==> src/hw/pcs_regs.svh <==
/*
  register offsets, field positions, widths and reset values of the
  pattern checker statistics block.
  assumes a 16-bit register port addressed by the printed offsets.
*/
`ifndef PCS_REGS_SVH
`define PCS_REGS_SVH

`define PCS_ADDR_W          16
`define PCS_DATA_W          16
`define PCS_BYTE_W          16
`define PCS_FRAME_W         32
`define PCS_ERR_W           8
`define PCS_REQ_W           16

`define PCS_OFF_CTRL        16'h0619
`define PCS_OFF_BYTES       16'h061C
`define PCS_OFF_FRAME_LO    16'h061D
`define PCS_OFF_FRAME_HI    16'h061E
`define PCS_OFF_STATUS      16'h0620
`define PCS_OFF_FRAME_REQ   16'h0621

`define PCS_CTRL_GEN_EN     0
`define PCS_CTRL_CNT_MODE   3
`define PCS_CTRL_SEND       12

`define PCS_STAT_SNAP       0
`define PCS_STAT_CLEAR      1
`define PCS_STAT_ERR_MSB    7
`define PCS_STAT_LOCK       8
`define PCS_STAT_BYTE_OV    9
`define PCS_STAT_FRAME_OV   10
`define PCS_STAT_BUSY       11
`define PCS_STAT_DONE       12
`define PCS_STAT_RSV_LSB    13
`define PCS_STAT_RSV_MSB    15

`define PCS_FRAME_REQ_RST   16'h0001

`endif

==> src/hw/pcs_pkg.sv <==
/*
  types shared by the pattern checker statistics block.
  assumes pcs_regs.svh is on the include path.
*/
`include "pcs_regs.svh"

package pcs_pkg;

  typedef struct packed {
    logic [`PCS_BYTE_W-1:0]  bytes;
    logic [`PCS_FRAME_W-1:0] frames;
    logic [`PCS_ERR_W-1:0]   errs;
  } pcs_cnt_t;

  typedef struct packed {
    logic gen_en;
    logic cnt_cont;
  } pcs_ctrl_t;

  typedef enum logic [1:0] {
    PCS_IDLE,
    PCS_RUN
  } pcs_gen_state_t;

endpackage

==> src/hw/pcs_count.sv <==
/*
  one statistics counter: wraps with a pulse in continuous mode,
  stops at all ones in single mode, clear keeps a same-cycle event.
  assumes the caller gates inc when the checker is halted.
*/
`timescale 1ns/1ps
`default_nettype none

module pcs_count #(
  parameter int W = 16
) (
  input  wire logic         clk_in,
  input  wire logic         rstn_in,
  input  wire logic         inc_in,
  input  wire logic         clr_in,
  input  wire logic         cont_in,
  output logic [W-1:0]      cnt_out,
  output logic              ovf_out,
  output logic              max_out
);

  localparam logic [W-1:0] ALL1 = '1;
  localparam logic [W-1:0] ONE  = {{(W-1){1'b0}}, 1'b1};

  generate
    if (W < 2) begin : g_chk
      $error("pcs_count needs at least two bits");
    end
  endgenerate

  logic [W-1:0] cnt_q;

  always_ff @(posedge clk_in or negedge rstn_in) begin
    if (!rstn_in) begin
      cnt_q <= '0;
    end else if (clr_in) begin
      cnt_q <= inc_in ? ONE : '0;
    end else if (inc_in && (cont_in || cnt_q != ALL1)) begin
      cnt_q <= cnt_q + ONE;
    end
  end

  // single mode flags the arrival at all ones, continuous the wrap
  assign ovf_out = inc_in && !clr_in &&
                   (cont_in ? (cnt_q == ALL1) : (cnt_q == ALL1 - ONE));
  assign max_out = (cnt_q == ALL1);
  assign cnt_out = cnt_q;
endmodule

`default_nettype wire

==> src/hw/pcs_gen.sv <==
/*
  frame generator tracking: send trigger, busy and done flags.
  assumes one sent pulse per checksummed frame leaving the generator.
*/
`timescale 1ns/1ps
`default_nettype none

module pcs_gen #(
  parameter int REQ_W = 16
) (
  input  wire logic             clk_in,
  input  wire logic             rstn_in,
  input  wire logic             start_in,
  input  wire logic             stop_in,
  input  wire logic             enable_in,
  input  wire logic [REQ_W-1:0] req_in,
  input  wire logic             sent_in,
  output logic                  busy_out,
  output logic                  done_out,
  output logic                  send_out
);

  generate
    if (REQ_W < 1) begin : g_chk
      $error("pcs_gen needs a frame request width");
    end
  endgenerate

  pcs_pkg::pcs_gen_state_t state_q;
  logic [REQ_W-1:0]        sent_q;
  logic                    done_q;
  logic                    send_q;
  logic                    launch;
  logic                    empty_req;
  logic                    abort;
  logic                    finish;

  assign launch    = (state_q == pcs_pkg::PCS_IDLE) && start_in && enable_in;
  assign empty_req = (req_in == '0);
  assign abort     = (state_q == pcs_pkg::PCS_RUN) && (!enable_in || stop_in);
  assign finish    = (state_q == pcs_pkg::PCS_RUN) && !abort && sent_in &&
                     (sent_q + 1'b1 == req_in);

  always_ff @(posedge clk_in or negedge rstn_in) begin
    if (!rstn_in) begin
      state_q <= pcs_pkg::PCS_IDLE;
    end else begin
      case (state_q)
        pcs_pkg::PCS_IDLE: begin
          if (launch && !empty_req) begin
            state_q <= pcs_pkg::PCS_RUN;
          end
        end
        pcs_pkg::PCS_RUN: begin
          if (abort || finish) begin
            state_q <= pcs_pkg::PCS_IDLE;
          end
        end
        default: begin
          state_q <= pcs_pkg::PCS_IDLE;
        end
      endcase
    end
  end

  always_ff @(posedge clk_in or negedge rstn_in) begin
    if (!rstn_in) begin
      sent_q <= '0;
    end else if (launch) begin
      sent_q <= '0;
    end else if (state_q == pcs_pkg::PCS_RUN && sent_in) begin
      sent_q <= sent_q + 1'b1;
    end
  end

  // done drops when a new run starts and rises on completion or on a start with a zero request
  always_ff @(posedge clk_in or negedge rstn_in) begin
    if (!rstn_in) begin
      done_q <= 1'b0;
    end else if (finish || (launch && empty_req)) begin
      done_q <= 1'b1;
    end else if (launch) begin
      done_q <= 1'b0;
    end
  end

  // trigger falls back by itself once the run completes or is aborted
  always_ff @(posedge clk_in or negedge rstn_in) begin
    if (!rstn_in) begin
      send_q <= 1'b0;
    end else if (launch) begin
      send_q <= !empty_req;
    end else if (finish || abort) begin
      send_q <= 1'b0;
    end
  end

  assign busy_out = (state_q == pcs_pkg::PCS_RUN);
  assign done_out = done_q;
  assign send_out = send_q;
endmodule

`default_nettype wire

==> src/hw/pcs_stats.sv <==
/*
  pattern checker statistics: byte, frame and bit-error counters with
  snapshot and clear, overflow, lock, generator busy and done status.
  assumes a single clock; datapath strobes are synchronous one-cycle
  pulses and the register port master never issues both strobes.
*/
// Added by the designer: the strobed register port.
// How it works
// sixteen-bit byte counter, stops at all ones
// thirty-two-bit frame counter, two halves, stops
// status bit 0 write snapshots all counters
// status bit 1 write snapshots then clears
// sticky frame overflow, cleared only by clear
// sticky byte overflow, cleared only by clear
// done set after all frames, low meanwhile
// busy reads one while generator runs
// lock bit shows checker alignment
// eight-bit error counter, stops at maximum
// count mode picks wrap-with-pulse or stop
// send trigger clears itself on done
// everything zero after reset except the frame request (one), reserved bits zero
`timescale 1ns/1ps
`default_nettype none
`include "pcs_regs.svh"

module pcs_stats (
  input  wire logic                   CLOCK_IN,
  input  wire logic                   RSTN_IN,
  input  wire logic [`PCS_ADDR_W-1:0] ADDR_IN,
  input  wire logic [`PCS_DATA_W-1:0] WDATA_IN,
  input  wire logic                   WR_IN,
  input  wire logic                   RD_IN,
  output logic      [`PCS_DATA_W-1:0] RDATA_OUT,
  input  wire logic                   BYTE_RX_IN,
  input  wire logic                   FRAME_RX_IN,
  input  wire logic                   BIT_ERR_IN,
  input  wire logic                   LOCK_IN,
  input  wire logic                   FRAME_SENT_IN,
  output logic                        GEN_RUN_OUT,
  output logic                        GEN_DONE_OUT,
  output logic                        CNT_WRAP_OUT
);

  function automatic logic hit(input logic [`PCS_ADDR_W-1:0] a,
                               input logic [`PCS_ADDR_W-1:0] off);
    hit = (a == off);
  endfunction

  pcs_pkg::pcs_ctrl_t          ctrl_q;
  logic [`PCS_REQ_W-1:0]       frame_req_q;
  pcs_pkg::pcs_cnt_t           live;
  pcs_pkg::pcs_cnt_t           snap_q;
  logic                        byte_ov_q;
  logic                        frame_ov_q;
  logic                        wrap_q;
  logic [`PCS_DATA_W-1:0]      rdata_q;
  logic [`PCS_DATA_W-1:0]      rdata_d;
  logic                        wr_ctrl;
  logic                        wr_stat;
  logic                        snap_req;
  logic                        clr_req;
  logic                        halt;
  logic                        byte_inc;
  logic                        frame_inc;
  logic                        err_inc;
  logic                        byte_ovf;
  logic                        frame_ovf;
  logic                        err_ovf;
  logic                        byte_max;
  logic                        frame_max;
  logic                        err_max;
  logic                        gen_busy;
  logic                        gen_done;
  logic                        gen_send;

  assign wr_ctrl  = WR_IN && hit(ADDR_IN, `PCS_OFF_CTRL);
  assign wr_stat  = WR_IN && hit(ADDR_IN, `PCS_OFF_STATUS);
  assign snap_req = wr_stat && (WDATA_IN[`PCS_STAT_SNAP] ||
                                WDATA_IN[`PCS_STAT_CLEAR]);
  assign clr_req  = wr_stat && WDATA_IN[`PCS_STAT_CLEAR];

  // single mode freezes all three counters once any counter tops out
  assign halt      = !ctrl_q.cnt_cont &&
                     (byte_max || frame_max || err_max);
  assign byte_inc  = BYTE_RX_IN && !halt;
  assign frame_inc = FRAME_RX_IN && !halt;
  assign err_inc   = BIT_ERR_IN && !halt;

  always_ff @(posedge CLOCK_IN or negedge RSTN_IN) begin
    if (!RSTN_IN) begin
      ctrl_q <= '0;
    end else if (wr_ctrl) begin
      ctrl_q.gen_en   <= WDATA_IN[`PCS_CTRL_GEN_EN];
      ctrl_q.cnt_cont <= WDATA_IN[`PCS_CTRL_CNT_MODE];
    end
  end

  always_ff @(posedge CLOCK_IN or negedge RSTN_IN) begin
    if (!RSTN_IN) begin
      frame_req_q <= `PCS_FRAME_REQ_RST;
    end else if (WR_IN && hit(ADDR_IN, `PCS_OFF_FRAME_REQ)) begin
      frame_req_q <= WDATA_IN[`PCS_REQ_W-1:0];
    end
  end

  pcs_count #(.W(`PCS_BYTE_W)) u_bytes (
    .clk_in  (CLOCK_IN),
    .rstn_in (RSTN_IN),
    .inc_in  (byte_inc),
    .clr_in  (clr_req),
    .cont_in (ctrl_q.cnt_cont),
    .cnt_out (live.bytes),
    .ovf_out (byte_ovf),
    .max_out (byte_max)
  );

  pcs_count #(.W(`PCS_FRAME_W)) u_frames (
    .clk_in  (CLOCK_IN),
    .rstn_in (RSTN_IN),
    .inc_in  (frame_inc),
    .clr_in  (clr_req),
    .cont_in (ctrl_q.cnt_cont),
    .cnt_out (live.frames),
    .ovf_out (frame_ovf),
    .max_out (frame_max)
  );

  pcs_count #(.W(`PCS_ERR_W)) u_errs (
    .clk_in  (CLOCK_IN),
    .rstn_in (RSTN_IN),
    .inc_in  (err_inc),
    .clr_in  (clr_req),
    .cont_in (ctrl_q.cnt_cont),
    .cnt_out (live.errs),
    .ovf_out (err_ovf),
    .max_out (err_max)
  );

  // the snapshot takes the values before a clear in the same cycle
  always_ff @(posedge CLOCK_IN or negedge RSTN_IN) begin
    if (!RSTN_IN) begin
      snap_q <= '0;
    end else if (snap_req) begin
      snap_q <= live;
    end
  end

  // an overflow in the clear cycle is lost, since the counter masks its overflow pulse during a clear
  always_ff @(posedge CLOCK_IN or negedge RSTN_IN) begin
    if (!RSTN_IN) begin
      byte_ov_q <= 1'b0;
    end else if (byte_ovf) begin
      byte_ov_q <= 1'b1;
    end else if (clr_req) begin
      byte_ov_q <= 1'b0;
    end
  end

  always_ff @(posedge CLOCK_IN or negedge RSTN_IN) begin
    if (!RSTN_IN) begin
      frame_ov_q <= 1'b0;
    end else if (frame_ovf) begin
      frame_ov_q <= 1'b1;
    end else if (clr_req) begin
      frame_ov_q <= 1'b0;
    end
  end

  always_ff @(posedge CLOCK_IN or negedge RSTN_IN) begin
    if (!RSTN_IN) begin
      wrap_q <= 1'b0;
    end else begin
      wrap_q <= ctrl_q.cnt_cont && (byte_ovf || frame_ovf || err_ovf);
    end
  end

  pcs_gen #(.REQ_W(`PCS_REQ_W)) u_gen (
    .clk_in    (CLOCK_IN),
    .rstn_in   (RSTN_IN),
    .start_in  (wr_ctrl && WDATA_IN[`PCS_CTRL_SEND]),
    .stop_in   (wr_ctrl && !WDATA_IN[`PCS_CTRL_SEND]),
    .enable_in (ctrl_q.gen_en),
    .req_in    (frame_req_q),
    .sent_in   (FRAME_SENT_IN),
    .busy_out  (gen_busy),
    .done_out  (gen_done),
    .send_out  (gen_send)
  );

  always_comb begin
    rdata_d = '0;
    if (hit(ADDR_IN, `PCS_OFF_CTRL)) begin
      rdata_d[`PCS_CTRL_GEN_EN]   = ctrl_q.gen_en;
      rdata_d[`PCS_CTRL_CNT_MODE] = ctrl_q.cnt_cont;
      rdata_d[`PCS_CTRL_SEND]     = gen_send;
    end else if (hit(ADDR_IN, `PCS_OFF_BYTES)) begin
      rdata_d = snap_q.bytes;
    end else if (hit(ADDR_IN, `PCS_OFF_FRAME_LO)) begin
      rdata_d = snap_q.frames[`PCS_DATA_W-1:0];
    end else if (hit(ADDR_IN, `PCS_OFF_FRAME_HI)) begin
      rdata_d = snap_q.frames[`PCS_FRAME_W-1:`PCS_DATA_W];
    end else if (hit(ADDR_IN, `PCS_OFF_FRAME_REQ)) begin
      rdata_d = frame_req_q;
    end else if (hit(ADDR_IN, `PCS_OFF_STATUS)) begin
      rdata_d[`PCS_STAT_ERR_MSB:0]  = snap_q.errs;
      rdata_d[`PCS_STAT_LOCK]       = LOCK_IN;
      rdata_d[`PCS_STAT_BYTE_OV]    = byte_ov_q;
      rdata_d[`PCS_STAT_FRAME_OV]   = frame_ov_q;
      rdata_d[`PCS_STAT_BUSY]       = gen_busy;
      rdata_d[`PCS_STAT_DONE]       = gen_done;
    end
  end

  // read data stand for one cycle only; other cycles show zero
  always_ff @(posedge CLOCK_IN or negedge RSTN_IN) begin
    if (!RSTN_IN) begin
      rdata_q <= '0;
    end else begin
      rdata_q <= RD_IN ? rdata_d : '0;
    end
  end

  assign RDATA_OUT    = rdata_q;
  assign GEN_RUN_OUT  = gen_busy;
  assign GEN_DONE_OUT = gen_done;
  assign CNT_WRAP_OUT = wrap_q;
endmodule

`default_nettype wire

==> config.mk <==
export PLATFORM = sky130hd
export DESIGN_NAME = pcs_stats
export DESIGN_NICKNAME = d
export VERILOG_FILES = /design/src/hw/pcs_pkg.sv /design/src/hw/pcs_count.sv /design/src/hw/pcs_gen.sv /design/src/hw/pcs_stats.sv
export VERILOG_INCLUDE_DIRS = /design/src /design/src/hw
export SDC_FILE = /design/constraint.sdc
export NUM_CORES = 1
export LEC_CHECK = 0
export BUFFER_PORTS_ARGS = -buffer_cell sky130_fd_sc_hd__buf_2
export CAP_MARGIN = 20
export CORE_ASPECT_RATIO = 0.5
export CORE_MARGIN = 2
export CORE_UTILIZATION = 61
export CTS_CLUSTER_SIZE = 40
export DETAILED_ROUTE_END_ITERATION = 12
export PLACE_DENSITY_LB_ADDON = 0.1
export SKIP_CTS_REPAIR_TIMING = 1
export SYNTH_ARGS = -nofsm -noshare
export SYNTH_HDL_FRONTEND = slang
export SYNTH_HIERARCHICAL = 1
export SYNTH_SLANG_ARGS = --single-unit
==> constraint.sdc <==
create_clock -name CLOCK_IN -period 3.6 [get_ports CLOCK_IN]
set_clock_uncertainty 0.15 [all_clocks]
set_input_delay 0.72 -clock CLOCK_IN [delete_from_list [all_inputs] [get_ports CLOCK_IN]]
set_output_delay 0.72 -clock CLOCK_IN [all_outputs]
set_load 0.05 [all_outputs]
=== After elaboration in Yosys (flattened, before gate mapping) ===
Cells that the tools add are included.

* Flip-flop bits (word level): 169
* Bits of input ports: 41
* Output and inout bits: 19
* Word-level logic and storage cells: 136

* Add/subtract/negate cells: 4
* Equality and inequality tests: 19
* Muxes and demuxes: 37
* Reductions and logical operators: 59

{| class="wikitable"
|+ Operators by type and width
! operator !! number
|-
| 16-bit two-way mux || 8
|-
| 16-bit by 11-bit == test with 1-bit output, second input constant || 6
|-
| 32-bit == test, second input constant || 2
|-
| 32-bit two-way mux || 2
|-
| 16-bit by 1-bit adder with 16-bit output, second input constant || 2
|-
| 32-bit by 1-bit adder with 32-bit output, second input constant || 1
|-
| 16-bit == test, second input constant || 2
|-
| 32-bit != test, second input constant || 1
|-
| 1-bit logical AND || 30
|-
| 13-bit two-way mux || 2
|-
| 8-bit two-way mux || 3
|-
| 16-bit == test || 1
|-
| 8-bit == test, second input constant || 2
|-
| 16-bit logical NOT || 1
|-
| 1-bit two-way mux || 16
|-
| 16-bit != test, second input constant || 1
|-
| 2-bit nonzero test || 8
|-
| 1-bit logical OR || 11
|-
| 8-bit by 1-bit adder with 8-bit output, second input constant || 1
|-
| 8-bit != test, second input constant || 1
|-
| 1-bit logical NOT || 7
|-
| 2-bit two-way mux || 3
|-
| 3-bit two-way mux || 2
|-
| 2-bit one-hot mux with 2 select lines || 1
|-
| other kinds (5) || 5
|}

=== Logic depth before layout (Yosys ltp) ===
Gate-level depths: netlist of run 1.

* Depth after elaboration: 12
* Mapped depth: 12
* Depth with buffers taken out: 12

=== Hierarchy ===
Netlist of run 1, hierarchy kept.

{| class="wikitable"
|+ Modules (own cells, without submodules)
! module !! times used !! cells each !! area each (sq um) !! sequential area each (sq um)
|-
| pcs_stats || 1 || 318 || 4306.6 || 2328.5
|-
| pcs_count at u_frames || 1 || 213 || 1940.6 || 800.8
|-
| pcs_gen || 1 || 184 || 1507.7 || 475.5
|-
| pcs_count at u_bytes || 1 || 111 || 1079.8 || 400.4
|-
| pcs_count at u_errs || 1 || 54 || 505.5 || 200.2
|}

=== Worst setup path after synthesis of run 1 ===
No wires, ideal clock.

* Kind: input to register
* From: input port ADDR_IN[15]
* To: register wrap_q (netlist: CNT_WRAP_OUT)
* Setup time: 0.124 ns
* Arrival time: 2.858 ns
* Required time: 3.326 ns
* Path slack: 0.468 ns
* Cell stages on the path: 8
* Buffers on the path: 2
* Cells stage by stage: or4_1 -> nor3_2 -> nand4_1 -> inv_1 -> clkbuf_1 -> clkbuf_1 -> nor4_1 -> o31a_1

* Cells in the longest elaborated chain, start to end: 9
* Elaborated cells between the ends (all ways): 13
* Those cells by class: eq/ne: 1; reduce/logical: 12

{| class="wikitable"
|+ RTL lines
! element !! line !! RTL
|-
| start: declaration || pcs_stats.sv:29 || <nowiki>input wire logic [`PCS_ADDR_W-1:0] ADDR_IN,</nowiki>
|-
| 16-bit by 11-bit == test with 1-bit output || pcs_stats.sv:46 || <nowiki>hit = (a == off);</nowiki>
|-
| 1-bit logical AND || pcs_stats.sv:77 || <nowiki>assign wr_stat = WR_IN && hit(ADDR_IN, `PCS_OFF_STATUS);</nowiki>
|-
| 1-bit logical AND || pcs_stats.sv:80 || <nowiki>assign clr_req = wr_stat && WDATA_IN[`PCS_STAT_CLEAR];</nowiki>
|-
| via clr_req || pcs_stats.sv:61 || <nowiki>logic clr_req;</nowiki>
|-
| 1-bit logical NOT || pcs_count.sv:44 || <nowiki>assign ovf_out = inc_in && !clr_in &&</nowiki>
|-
| 1-bit logical AND (2 in series) || pcs_count.sv:44 ||
|-
| via frame_ovf || pcs_stats.sv:67 || <nowiki>logic frame_ovf;</nowiki>
|-
| 1-bit logical OR (2 in series) || pcs_stats.sv:173 || <nowiki>wrap_q <= ctrl_q.cnt_cont && (byte_ovf || frame_ovf || err_ovf);</nowiki>
|-
| 1-bit logical AND || pcs_stats.sv:173 ||
|-
| end signal: assignment || pcs_stats.sv:173 ||
|-
| end: declaration || pcs_stats.sv:55 || <nowiki>logic wrap_q;</nowiki>
|}

The timed path passes the listed nets, and every way through them passes these cells.
A chain may end at the register's enable or synchronous reset.

=== Worst setup path after layout of run 1 ===
* From: register u_frames.cnt_q[25] (netlist: u_frames/cnt_out[25])
* To: register wrap_q (netlist: CNT_WRAP_OUT)

* Cells in the longest elaborated chain, start to end: 11
* Elaborated cells between the ends (all ways): 19
* Those cells by class: eq/ne: 2; mux: 1; reduce/logical: 16

{| class="wikitable"
|+ RTL lines
! element !! line !! RTL
|-
| start: declaration || pcs_count.sv:31 || <nowiki>logic [W-1:0] cnt_q;</nowiki>
|-
| start signal: assignment || pcs_count.sv:37 || <nowiki>cnt_q <= inc_in ? ONE : '0;</nowiki>
|-
| start signal: assignment || pcs_count.sv:39 || <nowiki>cnt_q <= cnt_q + ONE;</nowiki>
|-
| 32-bit == test || pcs_count.sv:46 || <nowiki>assign max_out = (cnt_q == ALL1);</nowiki>
|-
| via frame_max || pcs_stats.sv:70 || <nowiki>logic frame_max;</nowiki>
|-
| 1-bit logical OR (2 in series) || pcs_stats.sv:84 || <nowiki>(byte_max || frame_max || err_max);</nowiki>
|-
| 1-bit logical AND || pcs_stats.sv:83 || <nowiki>assign halt = !ctrl_q.cnt_cont &&</nowiki>
|-
| 1-bit logical NOT || pcs_stats.sv:86 || <nowiki>assign frame_inc = FRAME_RX_IN && !halt;</nowiki>
|-
| 1-bit logical AND || pcs_stats.sv:86 ||
|-
| via frame_inc || pcs_stats.sv:64 || <nowiki>logic frame_inc;</nowiki>
|-
| 1-bit logical AND (2 in series) || pcs_count.sv:44 ||
|-
| via frame_ovf || pcs_stats.sv:67 ||
|-
| 1-bit logical OR (2 in series) || pcs_stats.sv:173 ||
|-
| 1-bit logical AND || pcs_stats.sv:173 ||
|}

The timed path passes the listed nets, and every way through them passes these cells.

==> results of run 1 <==
==> cell families (layout without fill, tap and decap cells) <==
group	count (synthesis)	count (layout)	synth area share (%)
DFF	168	168	45.0
xor gates and xnor gates	29	29	2.72
muxes	99	99	13.6
adders and majority gates	7	7	0.938
and+or+nand+nor	323	323	21.2
AOI/OAI and AO/OA	200	200	13.5
buffers and inverters	54	122	3.09
==> flip-flops by register name (all words and copies together) (netlist names) <==
register / flops
u_gen/state_q: 1
snap_q: 56
frame_ov_q: 1
u_errs/cnt_out: 8
ctrl_q: 2
u_bytes/cnt_out: 16
RDATA_OUT: 16
u_frames/cnt_out: 32
CNT_WRAP_OUT: 1
u_gen/done_out: 1
byte_ov_q: 1
frame_req_q: 16
u_gen/sent_q: 16
u_gen/send_out: 1
==> cell usage in the layout (no fill, tap or decap), types with 5 or more instances in the layout <==
cell | synthesis | layout
dfrtp_1 | 167 | 167
buf_2 | 6 | 59
o21ai_0 | 58 | 58
nor2_1 | 57 | 57
a21oi_1 | 54 | 54
mux2_2 | 44 | 44
mux2_4 | 43 | 43
nand2_1 | 40 | 40
nand3_1 | 30 | 30
nor4_1 | 27 | 26
nand4_1 | 25 | 25
or3_1 | 20 | 20
xnor2_1 | 18 | 18
clkbuf_16 | 0 | 17
and3_1 | 15 | 15
buf_4 | 3 | 15
and2_1 | 14 | 14
o31ai_1 | 14 | 14
nor2b_1 | 15 | 13
nor3_1 | 13 | 13
a31oi_1 | 12 | 12
inv_1 | 12 | 11
o22ai_1 | 11 | 11
xor2_1 | 11 | 11
nand2b_1 | 10 | 10
and4_1 | 10 | 10
or4_1 | 8 | 8
mux2_1 | 8 | 8
ha_1 | 7 | 7
inv_8 | 0 | 6
a311oi_1 | 6 | 6
o2111ai_1 | 6 | 5
==> worst paths after layout <==
| check | endpoint | startpoint | slack, ns | cells past startpoint |
|---|---|---|---|---|
| worst max-delay path | CNT_WRAP_OUT | u_frames/cnt_out[25] | 0.17 | 13 |
| min in group CLOCK_IN | frame_ov_q | frame_ov_q | 0.33 | 1 |
| worst min register to register | frame_ov_q | frame_ov_q | 0.33 | 1 |
| worst min-delay path | frame_req_q[9] | RSTN_IN | 0.14 | 1 |
| worst max register to register | CNT_WRAP_OUT | u_frames/cnt_out[25] | 0.17 | 13 |
| max in group asynchronous | snap_q[40] | RSTN_IN | 2.37 | 2 |
==> stage by stage <==
step | cells | hold slack (ns) | setup WS [ns] | util, % | power, uW
floorplan | 880 | 0.274 | 0.468 | - | 2410
global placement | 1113 | 0.317 | 0.317 | 66.9 | 2570
detailed placement | 1114 | 0.316 | 0.196 | 66.9 | 2590
CTS | 1146 | 0.151 | 0.161 | 70.9 | 4380
global route | 1146 | 0.170 | 0.0563 | 71.0 | 4550
finish | 1146 | 0.142 | 0.169 | 71.0 | 4370
==> where the power goes <==
part	total (uW)	internal, uW	switching, uW
clock	1800	927	875
sequential	2170	1980	185
combinational	398	170	228
==> per-layer routing <==
layer  wire length (um)  global-route usage (%)
met1              11100                    47.0
met2              11100                    46.9
met5                  0                       0
met4                383                    6.71
met3               1960                    6.45
==> area by class of cell <==
cell class	instances	area [um^2]
Fill cell	1097	4270
Sequential cell	168	4210
Timing Repair Buffer	78	479
Tap cell	198	248
Multi-Input combinational cell	658	4880
Clock inverter	15	151
Clock buffer	17	425
Inverter	12	45.0
==> run metrics, run 1 <==
total CTS buffers 17; post-layout min period between 3 and 4 ns; vias in the first global route 7096; Clock H-tree levels 4; CP max stage delay approximately 0.49 ns; worst relative slew slack approximately a third; vias per inst 6.69; CP Capture Type flop; Via Count 7669; status finished clean; GRT Total Usage between 30% and 40%; Final ANT Viol Nets 0; Die Y just over 90 um; layout cell share with drive strength beyond 1 24.6%; crit path buf inv count 2; worst path cell trace nand4_1 > nor4_2 > nand3_1 > nor2_1 > nor3_1 > nor2_1 > nor2b_2 > buf_4 > and4_1 > nand2_1 > nor4_1 > buf_4 > o31a_1; Achievable Freq just under 300 MHz; initial antenna violation count 0; Critical Path Source Type flop; Final Hold Vio Count 0; post-synthesis instance total 880; Slew @ Worst Pin 1.00 ns; Hold WC Path Type primary input to async pin; synthesized area 9340 um^2; clk root buf clkbuf_16; slowest CP cell dfrtp_1; RD Place Congestion ~0.9; antenna cell count 0; area share of the largest cell type after synthesis between 40 and 50%; clk buf depth 2; Synth top cells by count dfrtp_1 (167), o21ai_0 (58), nor2_1 (57); Post-Route WL 24.6 mm; IO Count 60; grt ovf 0; power density over cell area roughly 420 nW/um^2; peak fanout along the critical path 7; Top FF cell, synth dfrtp_1; core area ~15000 um^2; CTS tree built; clk sinks 168; Post-synth EDFFs 0; Final Max Slew Viols 0; Seq/Total Area, Yosys between 40% and 50%; TNS Setup 0 ns; most frequent cell after synthesis dfrtp_1; Cell Rows 31; RSZ-0062 raised after global routing no; die area between 15000 and 20000 um^2; DRT iter0 DRCs approximately 990; crit-path leading delay family simple AND/OR/NAND/NOR gates; max-cap violations 0; Mean Syn Cell Area approximately 11 um^2; distinct cell type count after synthesis a little under 80; LEAKAGE 0.00482 uW; largest net degree at the start of global routing 66; DIE WIDTH approximately 180 um; Remaining DRCs 0; Skew-Pair Late Insertion Delay between 0.4 and 0.5 ns; YS warnings 6; WS Path Type flop to flop; area post-placement around 10000 um^2; Synth area leaders dfrtp_1 (45%), mux2_4 (6.9%), mux2_2 (5.3%), o21ai_0 (3.1%), a21oi_1 (2.9%); Synth area leader dfrtp_1; worst vdd rail ir drop 0.346 mV; WL/cell between 20 and 25 um; port bufs 59; # setup viols final 0; CP arrival 3.60 ns; register clock-pin slew on the reported worst setup and hold paths 0.08 ns; CP required roughly 3.8 ns; First-pass DRT Iterations 6; asr flop ratio synth 100%; Starting Density around 64%; P&R area growth vs syn 11.7%; design area roughly 10000 um^2; period utilization between 90% and 100%; NumNets Final slightly below 1000; post-synthesis register bit count 168; first-pass GRT wire length 39.4 mm; detailed placement HPWL around 17 mm; Syn Nets around 930
Note: power is estimated with default switching activity, not from simulation.
==> run 2: changes to the inputs <==
--- a/config.mk
+++ b/config.mk
@@ -14,6 +14,7 @@
 export CTS_CLUSTER_SIZE = 40
 export DETAILED_ROUTE_END_ITERATION = 12
 export PLACE_DENSITY_LB_ADDON = 0.1
+export SETUP_SLACK_MARGIN = 0.2
 export SKIP_CTS_REPAIR_TIMING = 1
 export SYNTH_ARGS = -nofsm -noshare
 export SYNTH_HDL_FRONTEND = slang
==> run 2 against run 1 <==
Sequential cell count is the same; first-iteration DRC count grew 4.4%; worst hold slack lost 0.0081 ns; critical path depth shrank 2; clock-buffer cell count is the same; final area grew 0.74%; global-route usage is the same; fmax grew 3.6%; cell count grew 0.52%.
==> run metrics, run 2 (synthesized netlist as in run 1, its figures left out) <==
Hold WC Path Type primary input to async pin; DIE WIDTH about 180 um; layout cell share with drive strength beyond 1 about a quarter; # setup viols final 0; clk sinks roughly 170; vias in the first global route slightly above 7000; most frequent cells in the layout dfrtp_1 (166), buf_2 (59), o21ai_0 (58); post-layout min period 3.31 ns; die area around 16000 um^2; first-pass GRT wire length about 39 mm; Reg with most FFs snap_q; CP Capture Type flop; Critical Path Source Type flop; antenna cell count 0; worst relative slew slack approximately a third; period utilization 92.0%; CP startpoint u_frames/cnt_out[0]; final std cells w/o fill ~1200; P&R area growth vs syn 12.6%; register clock-pin slew on the reported worst setup and hold paths about 0.080 ns; Achievable Freq between 300 and 400 MHz; worst path cell trace ha_2 > and4_1 > nand4_1 > nor2_1 > nor3_2 > nor2_2 > nor2b_2 > nand4_1 > nor4_1 > and3_1 > mux2_4; slowest CP cell nor4_1; IO Count 60; Remaining DRCs 0; detailed placement HPWL 17.3 mm; grt ovf 0; Crit path top cell by count nand4_1; Die Y between 90 and 100 um; port bufs 59; clk root buf clkbuf_16; Starting Density a little under two thirds; Clock H-tree levels 4; RSZ-0062 raised after global routing no; FF-to-FF End u_frames/cnt_out[22]; FF-to-FF Start u_frames/cnt_out[0]; total CTS buffers 17; WS Path Type flop to flop; largest net degree at the start of global routing between 60 and 70; NumNets Final between 900 and 1000; Final Hold Vio Count 0; Post-Route WL approximately 25 mm; Via Count about 7700; DRT iter0 DRCs 1029; clk buf depth 2; placed insts about 1100; Skew-Pair Late Insertion Delay around 0.44 ns; vias per inst 6.67; Final Max Slew Viols 0; CP arrival between 3 and 4 ns; CP max stage delay around 0.49 ns; First-pass DRT Iterations 6; CP required between 3 and 4 ns; WL/cell 21.5 um; max-cap violations 0; Final ANT Viol Nets 0; power density over cell area about 420 nW/um^2; fin util a little under three quarters; core area around 15000 um^2; worst vdd rail ir drop approximately 0.35 mV; GRT Total Usage between 30% and 40%; max FFs per register 56; initial antenna violation count 0; R2R setup slack around 0.29 ns; Cell Rows 31; Slew @ Worst Pin 0.985 ns; Worst Reg-to-Reg Cells 11; RD Place Congestion 0.918; CTS tree built; TNS Setup 0 ns; Setup crit end u_frames/cnt_out[22]; leading cell type in the layout, fill and taps excluded dfrtp_1; peak fanout along the critical path 5; status finished clean; LEAKAGE about 0.0049 uW
-- run 2: layer usage --
layer | global-route usage [%] | part of all wire (%)
met1 | 47.0 | 45
met2 | 46.9 | 45
met3 | 6.45 | 8.8
met4 | 6.71 | 1.1
met5 | 0 | 0
-- run 2: area by class of cell --
type                       instances  area [um^2]
multi-input combinational        658         4910
timing repair buffer              84          524
sequential                       168         4210
fill                            1077         4190
tap                              198          248
inverter                          12         45.0
clock inverter                    15          151
clock buffer                      17          425
-- run 2: critical path, delay by kind of cell (launching register included) --
family	cells	cell delay, ns
fa+ha+maj	1	0.24
flops	1	0.42
mux	1	0.30
simple gates	9	2.09
-- run 2: per-stage QoR --
stage	power [uW]	worst slack, ns	instance area, um^2	hold slack (ns)
floorplan	2410	0.468	9340	0.274
global placement	2570	0.317	9840	0.317
detailed placement	2590	0.196	9840	0.316
CTS	4380	0.161	10400	0.151
global route	4550	0.152	10500	0.170
finish	4370	0.290	10500	0.134
-- run 2: worst min-delay path by stage --
stage,startpoint,endpoint,slack [ns],cells after the start
2_1_floorplan,RSTN_IN,CNT_WRAP_OUT,0.27,0
3_3_place_gp,byte_ov_q,byte_ov_q,0.32,1
3_5_place_dp,frame_ov_q,frame_ov_q,0.32,1
4_1_cts,RSTN_IN,frame_req_q[9],0.15,1
5_1_grt,RSTN_IN,frame_req_q[9],0.17,1
6_report,RSTN_IN,frame_req_q[9],0.13,1
-- run 2: where the power goes --
group | internal [uW] | total (uW) | switching [uW]
Clock | 926 | 1800 | 878
Sequential | 1980 | 2170 | 186
Combinational | 171 | 399 | 228
==> run 3: changes to the inputs <==
--- a/config.mk
+++ b/config.mk
@@ -8,7 +8,7 @@
 export LEC_CHECK = 0
 export BUFFER_PORTS_ARGS = -buffer_cell sky130_fd_sc_hd__buf_2
 export CAP_MARGIN = 20
-export CORE_ASPECT_RATIO = 0.5
+export CORE_ASPECT_RATIO = 0.8
 export CORE_MARGIN = 2
 export CORE_UTILIZATION = 61
 export CTS_CLUSTER_SIZE = 40
==> run 3 against run 2 <==
Fmax shrank 1.2%; sequential share of layout area grew 0.12 points; total power grew 2.9%; worst hold slack lost 0.056 ns; sequential cell count is the same; clock-buffer cell count grew 3; die area shrank 0.33%; via count grew 0.20%; final area shrank 0.26%; sequential power is essentially flat; register-to-register slack lost 0.04 ns; utilization shrank 1.7 points; critical endpoint is now u_frames/cnt_out[19]; largest power group unchanged; highest routed layer unchanged.
==> run metrics, run 3 (synthesized netlist as in run 1, its figures left out) <==
P&R area growth vs syn 12.3%; LEAKAGE approximately 0.0048 uW; Critical Path Source Type flop; worst path cell trace ha_2 > and4_2 > nand4_1 > nor2_1 > nor3_2 > nor2_4 > nor2b_2 > buf_6 > nand4_1 > nor3_4 > o211ai_1 > or3_1 > a21oi_2; Slew @ Worst Pin ~1 ns; # setup viols final 0; detailed placement HPWL between 15 and 20 mm; IO Count 60; TNS Setup 0 ns; max FFs per register 56; Post-Route WL roughly 25 mm; Net Sw Frac about a quarter; DRT iter0 DRCs ~1000; worst relative slew slack between 30% and 40%; RD Place Congestion ~0.93; core area ~15000 um^2; leading cell type in the layout, fill and taps excluded dfrtp_1; clock network fraction of total power between 40% and 50%; initial antenna violation count 0; DIE WIDTH between 100 and 150 um; most frequent cells in the layout dfrtp_1 (165), buf_2 (59), o21ai_0 (58); WS Path Type flop to flop; FF-to-FF Start u_frames/cnt_out[0]; Die Y 115 um; stages on the worst setup path 13; CP Capture Type flop; CP max stage delay 0.44 ns; die area 16300 um^2; FF-to-FF End u_frames/cnt_out[19]; Starting Density 62.2%; First-pass DRT Iterations 5; period utilization a little over 90%; max-cap violations 0; Via Count about 7700; vias in the first global route ~7300; Worst Reg-to-Reg Cells 13; CP arrival 3.56 ns; register clock-pin slew on the reported worst setup and hold paths about 0.07 ns; vias per inst ~6.8; worst vdd rail ir drop between 0.3 and 0.4 mV; Reg with most FFs snap_q; grt ovf 0; post-layout min period 3.35 ns; Cell Rows 40; Remaining DRCs 0; Comb pwr share 9.1%; CP required ~3.8 ns; clk root buf clkbuf_16; RSZ-0062 raised after global routing no; crit-path leading delay family simple AND/OR/NAND/NOR gates; Crit path top cell by count nand4_1; P_int approximately 3300 uW; total CTS buffers 17; Skew-Pair Late Insertion Delay between 0.4 and 0.5 ns; WL/cell roughly 22 um; Setup crit end u_frames/cnt_out[19]; clk buf depth 2; Final Max Slew Viols 0; power density over cell area between 400 and 500 nW/um^2; largest net degree at the start of global routing 69; Hold WC Path Type primary input to async pin; final hold slack 0.0771 ns; layout cell share with drive strength beyond 1 approximately 25%; antenna cell count 0; Final ANT Viol Nets 0; Final Hold Vio Count 0; crit path buf inv count 1; clk sinks ~170; port bufs 59; first-pass GRT wire length 40.0 mm; peak fanout along the critical path 8; P_sw approximately 1200 uW; CTS tree built; R2R setup slack around 0.25 ns; Clock H-tree levels 4; CP startpoint u_frames/cnt_out[0]; GRT Total Usage between 30 and 40%; slowest CP cell dfrtp_2; Achievable Freq 298 MHz; status finished clean; sequential fraction of design power approximately half; NumNets Final 984
-- run 3: changes by cell type in the layout (fill, tap and decap cells not counted), moves of 2 or more --
cell        previous run  this run
clkinv_2               0         2
clkbuf_1               0         3
clkinvlp_4             2         5
clkinv_4               3         1
inv_6                  3         0
inv_8                  6         0
bufinv_16              0         4
buf_4                 21        15
nor4_1                25        27
-- run 3: power by group through the flow --
stage | Combinational [uW] | Sequential, uW | Clock (uW)
finish | 411 | 2170 | 1920
global route | 463 | 2190 | 2030
CTS | 404 | 2160 | 1950
detailed placement | 399 | 2200 | 0
global placement | 380 | 2190 | 0
floorplan | 268 | 2140 | 0
-- run 3: layout make-up --
cell class | count | area (um^2)
multi-input combinational | 658 | 4890
fill | 1119 | 4530
sequential | 168 | 4210
timing repair buffer | 79 | 490
clock buffer | 20 | 437
tap | 189 | 236
clock inverter | 12 | 176
inverter | 12 | 45.0
-- run 3: layer usage --
layer	vias to the layer above	share of wire [%]	track usage (%)
li1	3456	-	-
met1	3818	44	45.6
met2	386	46	49.8
met3	41	8.4	7.03
met4	0	1.8	9.64
met5	-	0	0
-- run 3: per-stage QoR --
step | cells | util (%) | setup WS [ns] | instance area (um^2) | total power [uW]
2_1_floorplan | 880 | - | 0.468 | 9340 | 2410
3_3_place_gp | 1103 | 65.4 | 0.224 | 9820 | 2570
3_5_place_dp | 1104 | 65.4 | 0.161 | 9820 | 2600
4_1_cts | 1136 | 69.5 | 0.128 | 10400 | 4510
5_1_grt | 1138 | 69.8 | 0.166 | 10500 | 4680
6_report | 1138 | 69.8 | 0.248 | 10500 | 4500
-- run 3: worst min-delay path by stage --
stage	from	end	slack [ns]	depth (start not counted)
final	RSTN_IN	u_gen/sent_q[10]	0.08	1
after global routing	RSTN_IN	CNT_WRAP_OUT	0.09	1
after CTS	RSTN_IN	CNT_WRAP_OUT	0.08	1
after detailed placement	byte_ov_q	byte_ov_q	0.33	1
after global placement	byte_ov_q	byte_ov_q	0.33	1
after floorplan	RSTN_IN	CNT_WRAP_OUT	0.27	0
